--- config.mk ---
export PLATFORM = sky130hd
export DESIGN_NAME = power_state_ctrl
export DESIGN_NICKNAME = d
export VERILOG_FILES = /design/src/pwr_pkg.sv /design/src/power_state_ctrl.sv /design/src/press_timer.sv
export VERILOG_INCLUDE_DIRS = /design/src
export SDC_FILE = /design/constraint.sdc
export NUM_CORES = 1
export LEC_CHECK = 0
export BUFFER_PORTS_ARGS = -buffer_cell sky130_fd_sc_hd__buf_2
export CAP_MARGIN = 30
export CORE_MARGIN = 2
export CORE_UTILIZATION = 63
export CTS_CLUSTER_DIAMETER = 80
export DETAILED_ROUTE_END_ITERATION = 7
export GPL_TIMING_DRIVEN = 0
export PLACE_DENSITY = 0.94
export SLEW_MARGIN = 20
export SYNTH_ARGS = -nofsm -noshare
export SYNTH_HDL_FRONTEND = slang
export SYNTH_HIERARCHICAL = 1
export SYNTH_SLANG_ARGS = --single-unit
export TNS_END_PERCENT = 5
--- constraint.sdc ---
create_clock -name clock -period 4.5 [get_ports clock]
set_clock_uncertainty 0.2 [all_clocks]
set_input_delay 0.9 -clock clock [delete_from_list [all_inputs] [get_ports clock]]
set_output_delay 0.9 -clock clock [all_outputs]
set_load 0.02 [all_outputs]
--- src/pwr_consts.svh ---
`ifndef PWR_CONSTS_SVH
`define PWR_CONSTS_SVH
// Press thresholds in milliseconds
`define PRESS_SHORT_MS 4000
`define PRESS_LONG_MS 6000
// Clock rate in kHz for millisecond conversion
`define CLOCK_KHZ 50000
// Tick divider: one tick per millisecond
`define MS_CYCLES (`CLOCK_KHZ)
`define MS_CNT_W 16
`define PRESS_CNT_W 16
`endif

--- src/pwr_pkg.sv ---
package pwr_pkg;
    // System power states
    typedef enum logic [2:0] {
        ST_WORKING = 3'b000,
        ST_RAM = 3'b001,
        ST_DISK = 3'b010,
        ST_SOFT_OFF = 3'b011
    } pwr_state_type;
    // Wake request group
    typedef struct packed {
        logic lan;
        logic usb;
        logic pcie;
        logic rtc;
    } wake_req_type;
    // Power switch policy when working
    typedef enum logic [1:0] {
        POL_RAM = 2'b00,
        POL_DISK = 2'b01,
        POL_OFF = 2'b10
    } sleep_policy_type;
endpackage

--- src/power_state_ctrl.sv ---
`timescale 1ns/1ps
`include "pwr_consts.svh"
// ************************************************
// Board power state and wake controller
// ************************************************
// Behaviour
// Short press from off or sleep: working
// Short press when working: policy sleep/off
// Press over six seconds: forced soft-off
// AC return restores saved on/off state
// LAN wake frame request powers up
// USB activity wakes from RAM only
// PCIe wake works from RAM, disk, off
// RTC alarm wakes from soft-off
// LAN, PCIe wake ignored after AC return
// RAM sleep: supply off, LED amber/dark
// RAM wake returns to working state
// Press 4-6 s ignored; standby clock timed
module power_state_ctrl #(
    parameter int MS_CYCLES = `MS_CYCLES
) (
    input wire logic clock,
    input wire logic reset,
    input wire logic switch_pressed,
    input wire pwr_pkg::wake_req_type wake_in,
    input wire logic rtc_alarm_set,
    input wire pwr_pkg::sleep_policy_type sleep_policy,
    input wire logic os_sleep_req,
    input wire logic restore_last,
    input wire logic last_was_on,
    input wire logic led_dual,
    output pwr_pkg::pwr_state_type state_ff,
    output logic supply_on_ff,
    output logic led_green_ff,
    output logic led_amber_ff
);
    import pwr_pkg::*;

    logic sw_meta_ff, sw_sync_ff;
    wake_req_type wake_meta_ff, wake_sync_ff;
    logic after_ac_ff;
    logic boot_ff;
    logic short_p, long_h;
    logic wake_ok;
    pwr_state_type nxt_state;
    pwr_state_type load_state;
    logic long_rel;

    // ************************************************
    // Helpers
    // ************************************************
    // LAN and PCIe share one gate: both are refused in the first state after AC return
    function automatic logic net_wake(input wake_req_type w, input logic blocked);
        return !blocked && (w.lan || w.pcie);
    endfunction

    // ************************************************
    // Input synchronisers
    // ************************************************
    always_ff @(posedge clock) begin
        if (reset) begin
            sw_meta_ff <= 1'b0;
            sw_sync_ff <= 1'b0;
            wake_meta_ff <= '0;
            wake_sync_ff <= '0;
        end else begin
            sw_meta_ff <= switch_pressed;
            sw_sync_ff <= sw_meta_ff;
            wake_meta_ff <= wake_in;
            wake_sync_ff <= wake_meta_ff;
        end
    end

    press_timer #(.MS_CYCLES(MS_CYCLES)) u_timer (
        .clock(clock),
        .reset(reset),
        .pressed(sw_sync_ff),
        .release_short(short_p),
        .release_long(long_rel),
        .hold_long(long_h)
    );

    // ************************************************
    // Wake acceptance per state
    // ************************************************
    always_comb begin
        wake_ok = 1'b0;
        case (state_ff)
            ST_RAM: wake_ok = wake_sync_ff.usb
                || net_wake(wake_sync_ff, after_ac_ff);
            ST_DISK: wake_ok = net_wake(wake_sync_ff, after_ac_ff);
            ST_SOFT_OFF: wake_ok = (rtc_alarm_set && wake_sync_ff.rtc)
                || net_wake(wake_sync_ff, after_ac_ff);
            default: wake_ok = 1'b0;
        endcase
    end

    // ************************************************
    // State transitions; long hold has priority in working, RAM and disk
    // ************************************************
    always_comb begin
        nxt_state = state_ff;
        case (state_ff)
            ST_WORKING: begin
                if (long_h) begin
                    nxt_state = ST_SOFT_OFF;
                end else if (short_p || os_sleep_req) begin
                    case (sleep_policy)
                        POL_RAM: nxt_state = ST_RAM;
                        POL_DISK: nxt_state = ST_DISK;
                        default: nxt_state = ST_SOFT_OFF;
                    endcase
                end
            end
            ST_RAM, ST_DISK: begin
                if (long_h) begin
                    nxt_state = ST_SOFT_OFF;
                end else if (short_p || wake_ok) begin
                    nxt_state = ST_WORKING;
                end
            end
            ST_SOFT_OFF: begin
                if (short_p || wake_ok) begin
                    nxt_state = ST_WORKING;
                end
            end
            default: nxt_state = ST_SOFT_OFF;
        endcase
    end

    // Value the state register takes next; outputs follow it so they move with the state
    always_comb begin
        if (boot_ff) begin
            load_state = (restore_last && last_was_on) ? ST_WORKING : ST_SOFT_OFF;
        end else begin
            load_state = nxt_state;
        end
    end

    // Reset stands for AC return; first cycle picks the saved state
    always_ff @(posedge clock) begin
        if (reset) begin
            boot_ff <= 1'b1;
            state_ff <= ST_SOFT_OFF;
        end else begin
            boot_ff <= 1'b0;
            state_ff <= load_state;
        end
    end

    // First state after AC return blocks LAN and PCIe wake until it changes
    always_ff @(posedge clock) begin
        if (reset) begin
            after_ac_ff <= 1'b1;
        end else if (!boot_ff && nxt_state != state_ff) begin
            after_ac_ff <= 1'b0;
        end
    end

    // ************************************************
    // Supply and front panel LED
    // ************************************************
    always_ff @(posedge clock) begin
        if (reset) begin
            supply_on_ff <= 1'b0;
            led_green_ff <= 1'b0;
            led_amber_ff <= 1'b0;
        end else begin
            supply_on_ff <= load_state == ST_WORKING;
            led_green_ff <= load_state == ST_WORKING;
            led_amber_ff <= load_state == ST_RAM && led_dual;
        end
    end

    // ************************************************
    // Checks
    // ************************************************
    a_supply_ram: assert property (@(posedge clock) disable iff (reset)
        state_ff == ST_RAM |-> !supply_on_ff)
        else $error("supply on in RAM sleep");
    a_led_single: assert property (@(posedge clock) disable iff (reset)
        state_ff == ST_RAM && !$past(led_dual) |-> !led_amber_ff)
        else $error("amber on single LED");
    a_led_dual: assert property (@(posedge clock) disable iff (reset)
        state_ff == ST_RAM && $past(led_dual) |-> led_amber_ff)
        else $error("amber off on two-colour LED");
    a_supply_work: assert property (@(posedge clock) disable iff (reset)
        state_ff == ST_WORKING |-> supply_on_ff && led_green_ff)
        else $error("supply off while working");
    a_usb_disk: assert property (@(posedge clock) disable iff (reset)
        state_ff == ST_DISK && !short_p && !wake_sync_ff.lan && !wake_sync_ff.pcie
        |=> state_ff != ST_WORKING) else $error("usb woke from disk");
    a_usb_off: assert property (@(posedge clock) disable iff (reset)
        !boot_ff && state_ff == ST_SOFT_OFF && !short_p && !wake_sync_ff.rtc && !wake_sync_ff.lan
        && !wake_sync_ff.pcie |=> state_ff == ST_SOFT_OFF) else $error("usb woke from soft-off");
    a_long_off: assert property (@(posedge clock) disable iff (reset)
        !boot_ff && long_h && state_ff != ST_SOFT_OFF |=> state_ff == ST_SOFT_OFF)
        else $error("long press not off");
    a_short_on: assert property (@(posedge clock) disable iff (reset)
        !boot_ff && short_p && state_ff == ST_SOFT_OFF |=> state_ff == ST_WORKING)
        else $error("short press no power on");
    a_short_sleep: assert property (@(posedge clock) disable iff (reset)
        !boot_ff && short_p && !long_h && state_ff == ST_WORKING |=> state_ff != ST_WORKING)
        else $error("short press no sleep");
    a_ram_wake: assert property (@(posedge clock) disable iff (reset)
        !boot_ff && state_ff == ST_RAM && wake_sync_ff.usb && !long_h |=> state_ff == ST_WORKING)
        else $error("usb no wake from RAM");
    a_ac_block: assert property (@(posedge clock) disable iff (reset)
        !boot_ff && after_ac_ff && state_ff == ST_SOFT_OFF && !short_p && !(rtc_alarm_set && wake_sync_ff.rtc)
        |=> state_ff == ST_SOFT_OFF) else $error("wake after AC loss");
    a_rtc_wake: assert property (@(posedge clock) disable iff (reset)
        !boot_ff && state_ff == ST_SOFT_OFF && rtc_alarm_set && wake_sync_ff.rtc |=> state_ff == ST_WORKING)
        else $error("rtc no wake");
    a_restore: assert property (@(posedge clock)
        $fell(boot_ff) && !reset |-> state_ff == ($past(restore_last && last_was_on) ? ST_WORKING : ST_SOFT_OFF))
        else $error("AC restore wrong");

    // Covers for the main scenarios
    c_ram_usb: cover property (@(posedge clock) state_ff == ST_RAM ##1 state_ff == ST_WORKING);
    c_long: cover property (@(posedge clock) state_ff == ST_WORKING ##1 state_ff == ST_SOFT_OFF);
    c_disk: cover property (@(posedge clock) state_ff == ST_DISK);
    c_long_release: cover property (@(posedge clock) long_rel);
    c_restore_on: cover property (@(posedge clock) $fell(boot_ff) && state_ff == ST_WORKING);
endmodule

--- src/press_timer.sv ---
`timescale 1ns/1ps
`include "pwr_consts.svh"
// ************************************************
// Switch press timer
// ************************************************
module press_timer #(
    parameter int MS_CYCLES = `MS_CYCLES
) (
    input wire logic clock,
    input wire logic reset,
    input wire logic pressed,
    output logic release_short,
    output logic release_long,
    output logic hold_long
);
    logic [`MS_CNT_W-1:0] tick_ff;
    logic [`PRESS_CNT_W-1:0] ms_ff;
    logic pressed_d_ff;
    logic tick;

    // Refuse a prescale that the prescaler register cannot count
    if (MS_CYCLES < 1 || MS_CYCLES > (1 << `MS_CNT_W) - 1) begin : g_bad_prescale
        $error("MS_CYCLES out of range");
    end

    assign tick = (tick_ff == `MS_CNT_W'(MS_CYCLES - 1));

    // Millisecond prescaler, free running on the standby clock
    always_ff @(posedge clock) begin
        if (reset || tick) begin
            tick_ff <= '0;
        end else begin
            tick_ff <= tick_ff + 1'b1;
        end
    end

    // Press length in ms, saturating so a stuck switch cannot wrap
    always_ff @(posedge clock) begin
        if (reset || !pressed) begin
            ms_ff <= '0;
        end else if (tick && ms_ff != '1) begin
            ms_ff <= ms_ff + 1'b1;
        end
    end

    always_ff @(posedge clock) begin
        if (reset) begin
            pressed_d_ff <= 1'b0;
        end else begin
            pressed_d_ff <= pressed;
        end
    end

    // Short acts on release; long acts while still held
    assign release_short = pressed_d_ff && !pressed && ms_ff < `PRESS_CNT_W'(`PRESS_SHORT_MS);
    assign hold_long = pressed && ms_ff > `PRESS_CNT_W'(`PRESS_LONG_MS);
    assign release_long = pressed_d_ff && !pressed && ms_ff > `PRESS_CNT_W'(`PRESS_LONG_MS);
endmodule

======== Yosys cells after proc, flatten, opt, wreduce, memory -nomap -nowiden ========
Cells that the tools add are included.
Widths: inputs -> output; s select.
cells by class
  $lt $le $gt $ge ......................... 2
  eq/ne operators ......................... 8
  div/mod/pow operators ................... 0
  multiplexer cells ....................... 10
  reduce and logical (&&, ||, !) cells .... 23
  multipliers ............................. 0
  shifts and indexed selects .............. 0
  bitwise logic cells ..................... 0
  add/sub/neg operators ................... 2
operators with widths
  operator               count
  $add 16x1->16 const B  2
  $eq 16x16->1 const B   1
  $gt 16x13->1 const B   1
  $lt 16x12->1 const B   1
  $ne 16x16->1 const B   1
  $mux 3                 5
  $logic_and 1x1->1      9
  $pmux 3 s3             1
  $logic_or 1x1->1       7
  $eq 3x1->1 const B     2
  $eq 3x2->1 const B     2
  $logic_not 3->1        2
  $pmux 2 s2             1
  $logic_not 1->1        3
  $ne 3x3->1             1
  $pmux 1 s3             1
  $eq 2x1->1 const B     1
  $logic_not 2->1        1
  $mux 2                 1
  $reduce_or 2->1        1
  $mux 1                 1
word-level totals
  memory bits (read-only) ................. 0
  output and inout port bits .............. 6
  latch bits .............................. 0
  RAM bits ................................ 0
  flip-flop bits (word level) ............. 50
  memories ................................ 0

======== Depth between registers and ports, before layout ========
  depth in word-level cells ............... 11
  mapped depth ............................ 11
  depth with buffers taken out ............ 11

======== Cells and area by module ========
The synthesis kept the hierarchy.
modules (own cells, without submodules)
  module            sequential area each (sq um)  area an instance (sq um)  times used  cells each
  press_timer       660.6                         1619.1                    1           187
  power_state_ctrl  340.3                         671.9                     1           69

======== Worst setup path after synthesis ========
No wires, ideal clock.
  path kind ............................... register to register
  start point ............................. register u_timer.ms_ff[15]
  end point ............................... register led_amber_ff
  arrival time ............................ 1.983 ns
  data required time ...................... 4.208 ns
  period minus slack after synthesis ...... 2.275 ns
  path slack .............................. 2.225 ns
  stages on the path, launching flop included .. 7
  library setup time ...................... 0.092 ns
  path through ............................ dfxtp_1 -> or3_1 -> nor4_1 -> nor2_1 -> a2111oi_0 -> a311oi_1 -> nor4_1
on the way
  cells in the longest elaborated chain, start to end .. 9
  elaborated cells between the ends (all ways) .. 14
ends and longest elaborated chain
  element                              RTL line                                                                   source
  from (decl)                          press_timer.sv:17                                                          logic [`PRESS_CNT_W-1:0] ms_ff;
  from (signal assigned)               press_timer.sv:42                                                          ms_ff <= ms_ff + 1'b1;
  $lt 16x12->1 *                       press_timer.sv:55                                                          assign release_short = pressed_d_ff && !pressed && ms_ff < `PRESS_CNT_W'(`PRESS_SHORT_MS);
  $logic_and 1x1->1 *                  press_timer.sv:55
  via short_p                          power_state_ctrl.sv:43                                                     logic short_p, long_h;
  $logic_or 1x1->1 (on tied branches)  power_state_ctrl.sv:118, power_state_ctrl.sv:123, power_state_ctrl.sv:107
  $mux 3 (on tied branches)            power_state_ctrl.sv:118, power_state_ctrl.sv:123, power_state_ctrl.sv:107
  $mux 3 (on tied branches)            power_state_ctrl.sv:116, power_state_ctrl.sv:105
  $pmux 3 s3 *                         power_state_ctrl.sv:103                                                    case (state_ff)
  $mux 3 *                             power_state_ctrl.sv:133                                                    if (boot_ff) begin
  $eq 3x1->1 *                         power_state_ctrl.sv:171                                                    led_amber_ff <= load_state == ST_RAM && led_dual;
  $logic_and 1x1->1 *                  power_state_ctrl.sv:171
  to (signal assigned)                 power_state_ctrl.sv:171
  to (decl)                            power_state_ctrl.sv:35                                                     output logic led_amber_ff
The timed path passes the listed nets; every way through them passes the cells marked *.
A chain may end at the register's enable or synchronous reset.

======== Worst setup path in the final report ========
  start point ............................. register u_timer.ms_ff[8]
  end point ............................... register led_amber_ff
The elaborated chain is that of the path after synthesis.

==> results.sh <==
export IMPL_ant_nets=0
export IMPL_final_layout_size_suffix_gt1_frac=0.1449
export IMPL_crit_type="reg -> reg"
export IMPL_gr_total_overflow=0
export IMPL_hold_viol=0
export IMPL_wl_per_cell_um=13.67
export IMPL_cp_required_ps=4570
export IMPL_setup_viol=0
export IMPL_drc=0
export IMPL_hold_buffers=0
export IMPL_worst_slew_pin_transition_ps=605.3
export IMPL_hold_path_depth=1
export IMPL_ys_warn_count=6
export IMPL_final_cells=329
export IMPL_fmax_mhz=357.6
export IMPL_hold_class="reg -> reg"
export IMPL_syn_num_nets=272
export IMPL_max_cap_violations=0
export IMPL_io_pins=20
export IMPL_dp_cells=320
export IMPL_ir_worst_vdd_uv=240.3
export IMPL_placed_cell_area_um2=2440
export IMPL_finalWeightedCongestion=0.8457
export IMPL_reg2reg_depth=8
export IMPL_antenna_found_initial=0
export IMPL_post_cts_buffers=0
export IMPL_layout_common_cells="dfxtp_1 (50), nor2_1 (35), buf_2 (21)"
export IMPL_pwr_share_comb=0.064
export IMPL_clock_latency_ps=360
export IMPL_grt_start_max_net_pins=17
export IMPL_r2r_start="u_timer/ms_ff[8]$_SDFFE_PP0P_"
export IMPL_area_growth_pct=9.847
export IMPL_initial_core_util=0.6696
export IMPL_dp_slack_ps=1779
export IMPL_port_buffers=19
export IMPL_drt_wl_total_um=4498
export IMPL_dr_pass1_iters=4
export IMPL_layout_commonest_cell="dfxtp_1"
export IMPL_cts_root_buf="clkbuf_4"
export IMPL_syn_cell_area_um2=2287
export IMPL_cts_htree_levels=2
export IMPL_gr_usage_all_layers=0.2286
export IMPL_drt_iter0_drc=162
export IMPL_outcome="finished, final reports clean"
export IMPL_powerDensity_nw_per_um2=289.7
export IMPL_holdCritStartpoint="u_timer/tick_ff[0]$_SDFF_PP0_"
export IMPL_numClockSinks=50
export IMPL_seq_power_share=0.633
export IMPL_fin_area_um2=2512
export IMPL_min_period_over_period=0.6214
export IMPL_arrival_ps=2870
export IMPL_p_sw_frac=0.2413
export IMPL_row_count=21
export IMPL_design_die_area_um2=4129
export IMPL_cp_end_kind="register"
export IMPL_grt_pass1_vias=1812
export IMPL_worst_slack_ps=1704
export IMPL_cts_inserted_buffers=5
export IMPL_start_kind="register"
export IMPL_viasPerCell=5.872
export IMPL_diodes=0
export IMPL_power_switching_w=0.0001757
export IMPL_clock_power_share=0.303
export IMPL_power_w=0.0007280
export IMPL_cts_resized=0
export IMPL_synthCells=255
export IMPL_grt_pass1_wl_um=7507
export IMPL_clkTransAtPathRegs_ps=150
export IMPL_final_max_slew_violation_count=0
export IMPL_layout_min_cycle_time_ps=2796
export IMPL_place_hpwl_um=3307
export IMPL_syn_area_per_cell_um2=8.969
export IMPL_totalNegativeSetupSlack_ps=0
export IMPL_die_w_um=64.26
export IMPL_power_internal_w=0.0005523
export IMPL_power_leakage_nw=0.9328
export IMPL_rsz0062_at_grt="false"
export IMPL_crit_path_start="u_timer/ms_ff[8]$_SDFFE_PP0P_"
export IMPL_fin_nets=299
export IMPL_clk_path_buf_depth=2
export IMPL_cts_tree="built"
export IMPL_die_h_um=64.26
export IMPL_relSlewSlack=0.5860
export IMPL_cp_max_fo=6
export IMPL_core_um2=3416
export IMPL_num_vias=1932
==> per-layer routing <==
| metal | global-route usage | routed length [µm] | part of all wire | vias to the layer above |
|---|---|---|---|---|
| met5 | 0 | 0 | 0 | - |
| met4 | 0.08245 | 63 | 0.014 | 0 |
| met3 | 0.04577 | 180 | 0.040 | 7 |
| met2 | 0.4245 | 2306 | 0.51 | 49 |
| met1 | 0.2561 | 1948 | 0.43 | 912 |
| li1 | - | - | - | 964 |
==> power groups by stage <==
stage | registers [W] | logic, W | clock network, W
after floorplan | 0.000471 | 0.0000281 | 0
after global placement | 0.000469 | 0.0000442 | 0
after detailed placement | 0.000470 | 0.0000464 | 0
after CTS | 0.000460 | 0.0000466 | 0.000223
after global routing | 0.000462 | 0.0000511 | 0.000243
final | 0.000461 | 0.0000466 | 0.000221
==> worst paths after layout <==
path	to	slack [ps]
worst max-delay path	led_amber_ff$_SDFF_PP0_	1700
worst min-delay path	u_timer/tick_ff[0]$_SDFF_PP0_	260
worst max register to register	led_amber_ff$_SDFF_PP0_	1700
worst min register to register	u_timer/tick_ff[0]$_SDFF_PP0_	260
==> flip-flops by register name, indices dropped and copies added, names as in the netlist <==
register and cells:
u_timer/ms_ff 16, u_timer/tick_ff 16, wake_meta_ff 4, wake_sync_ff 4
state_ff 3, after_ac_ff 1, boot_ff 1, led_amber_ff 1
led_green_ff 1, sw_meta_ff 1, sw_sync_ff 1, u_timer/pressed_d_ff 1
==> critical path: stages (launching register included) <==
cell and delay (ps):
dfxtp_1 410, and4_2 250, nand2_1 90, nor2_1 60, nor4_1 540, nor2_1 140
a2111oi_0 580, a311oi_1 160, nor4_1 290
==> stage by stage <==
| step | utilization | hold WS, ps |
|---|---|---|
| 5_1_grt | 0.7355 | 274.2 |
| 3_3_place_gp | 0.7143 | 216.6 |
| 4_1_cts | 0.7341 | 262.6 |
| 3_5_place_dp | 0.7143 | 239.3 |
| 2_1_floorplan | - | 213.2 |
| 6_report | 0.7355 | 258.7 |
==> cell type report <==
class | count | area, µm²
buffer | 8 | 43.79
clock buffer | 6 | 51.30
clock inverter | 2 | 16.27
fill | 245 | 903.4
inverter | 10 | 37.54
multi-input combinational | 187 | 1205
sequential | 50 | 1001
tap | 46 | 57.56
timing repair buffer | 20 | 100.1
No activity file was read; power rests on OpenSTA's default activity.
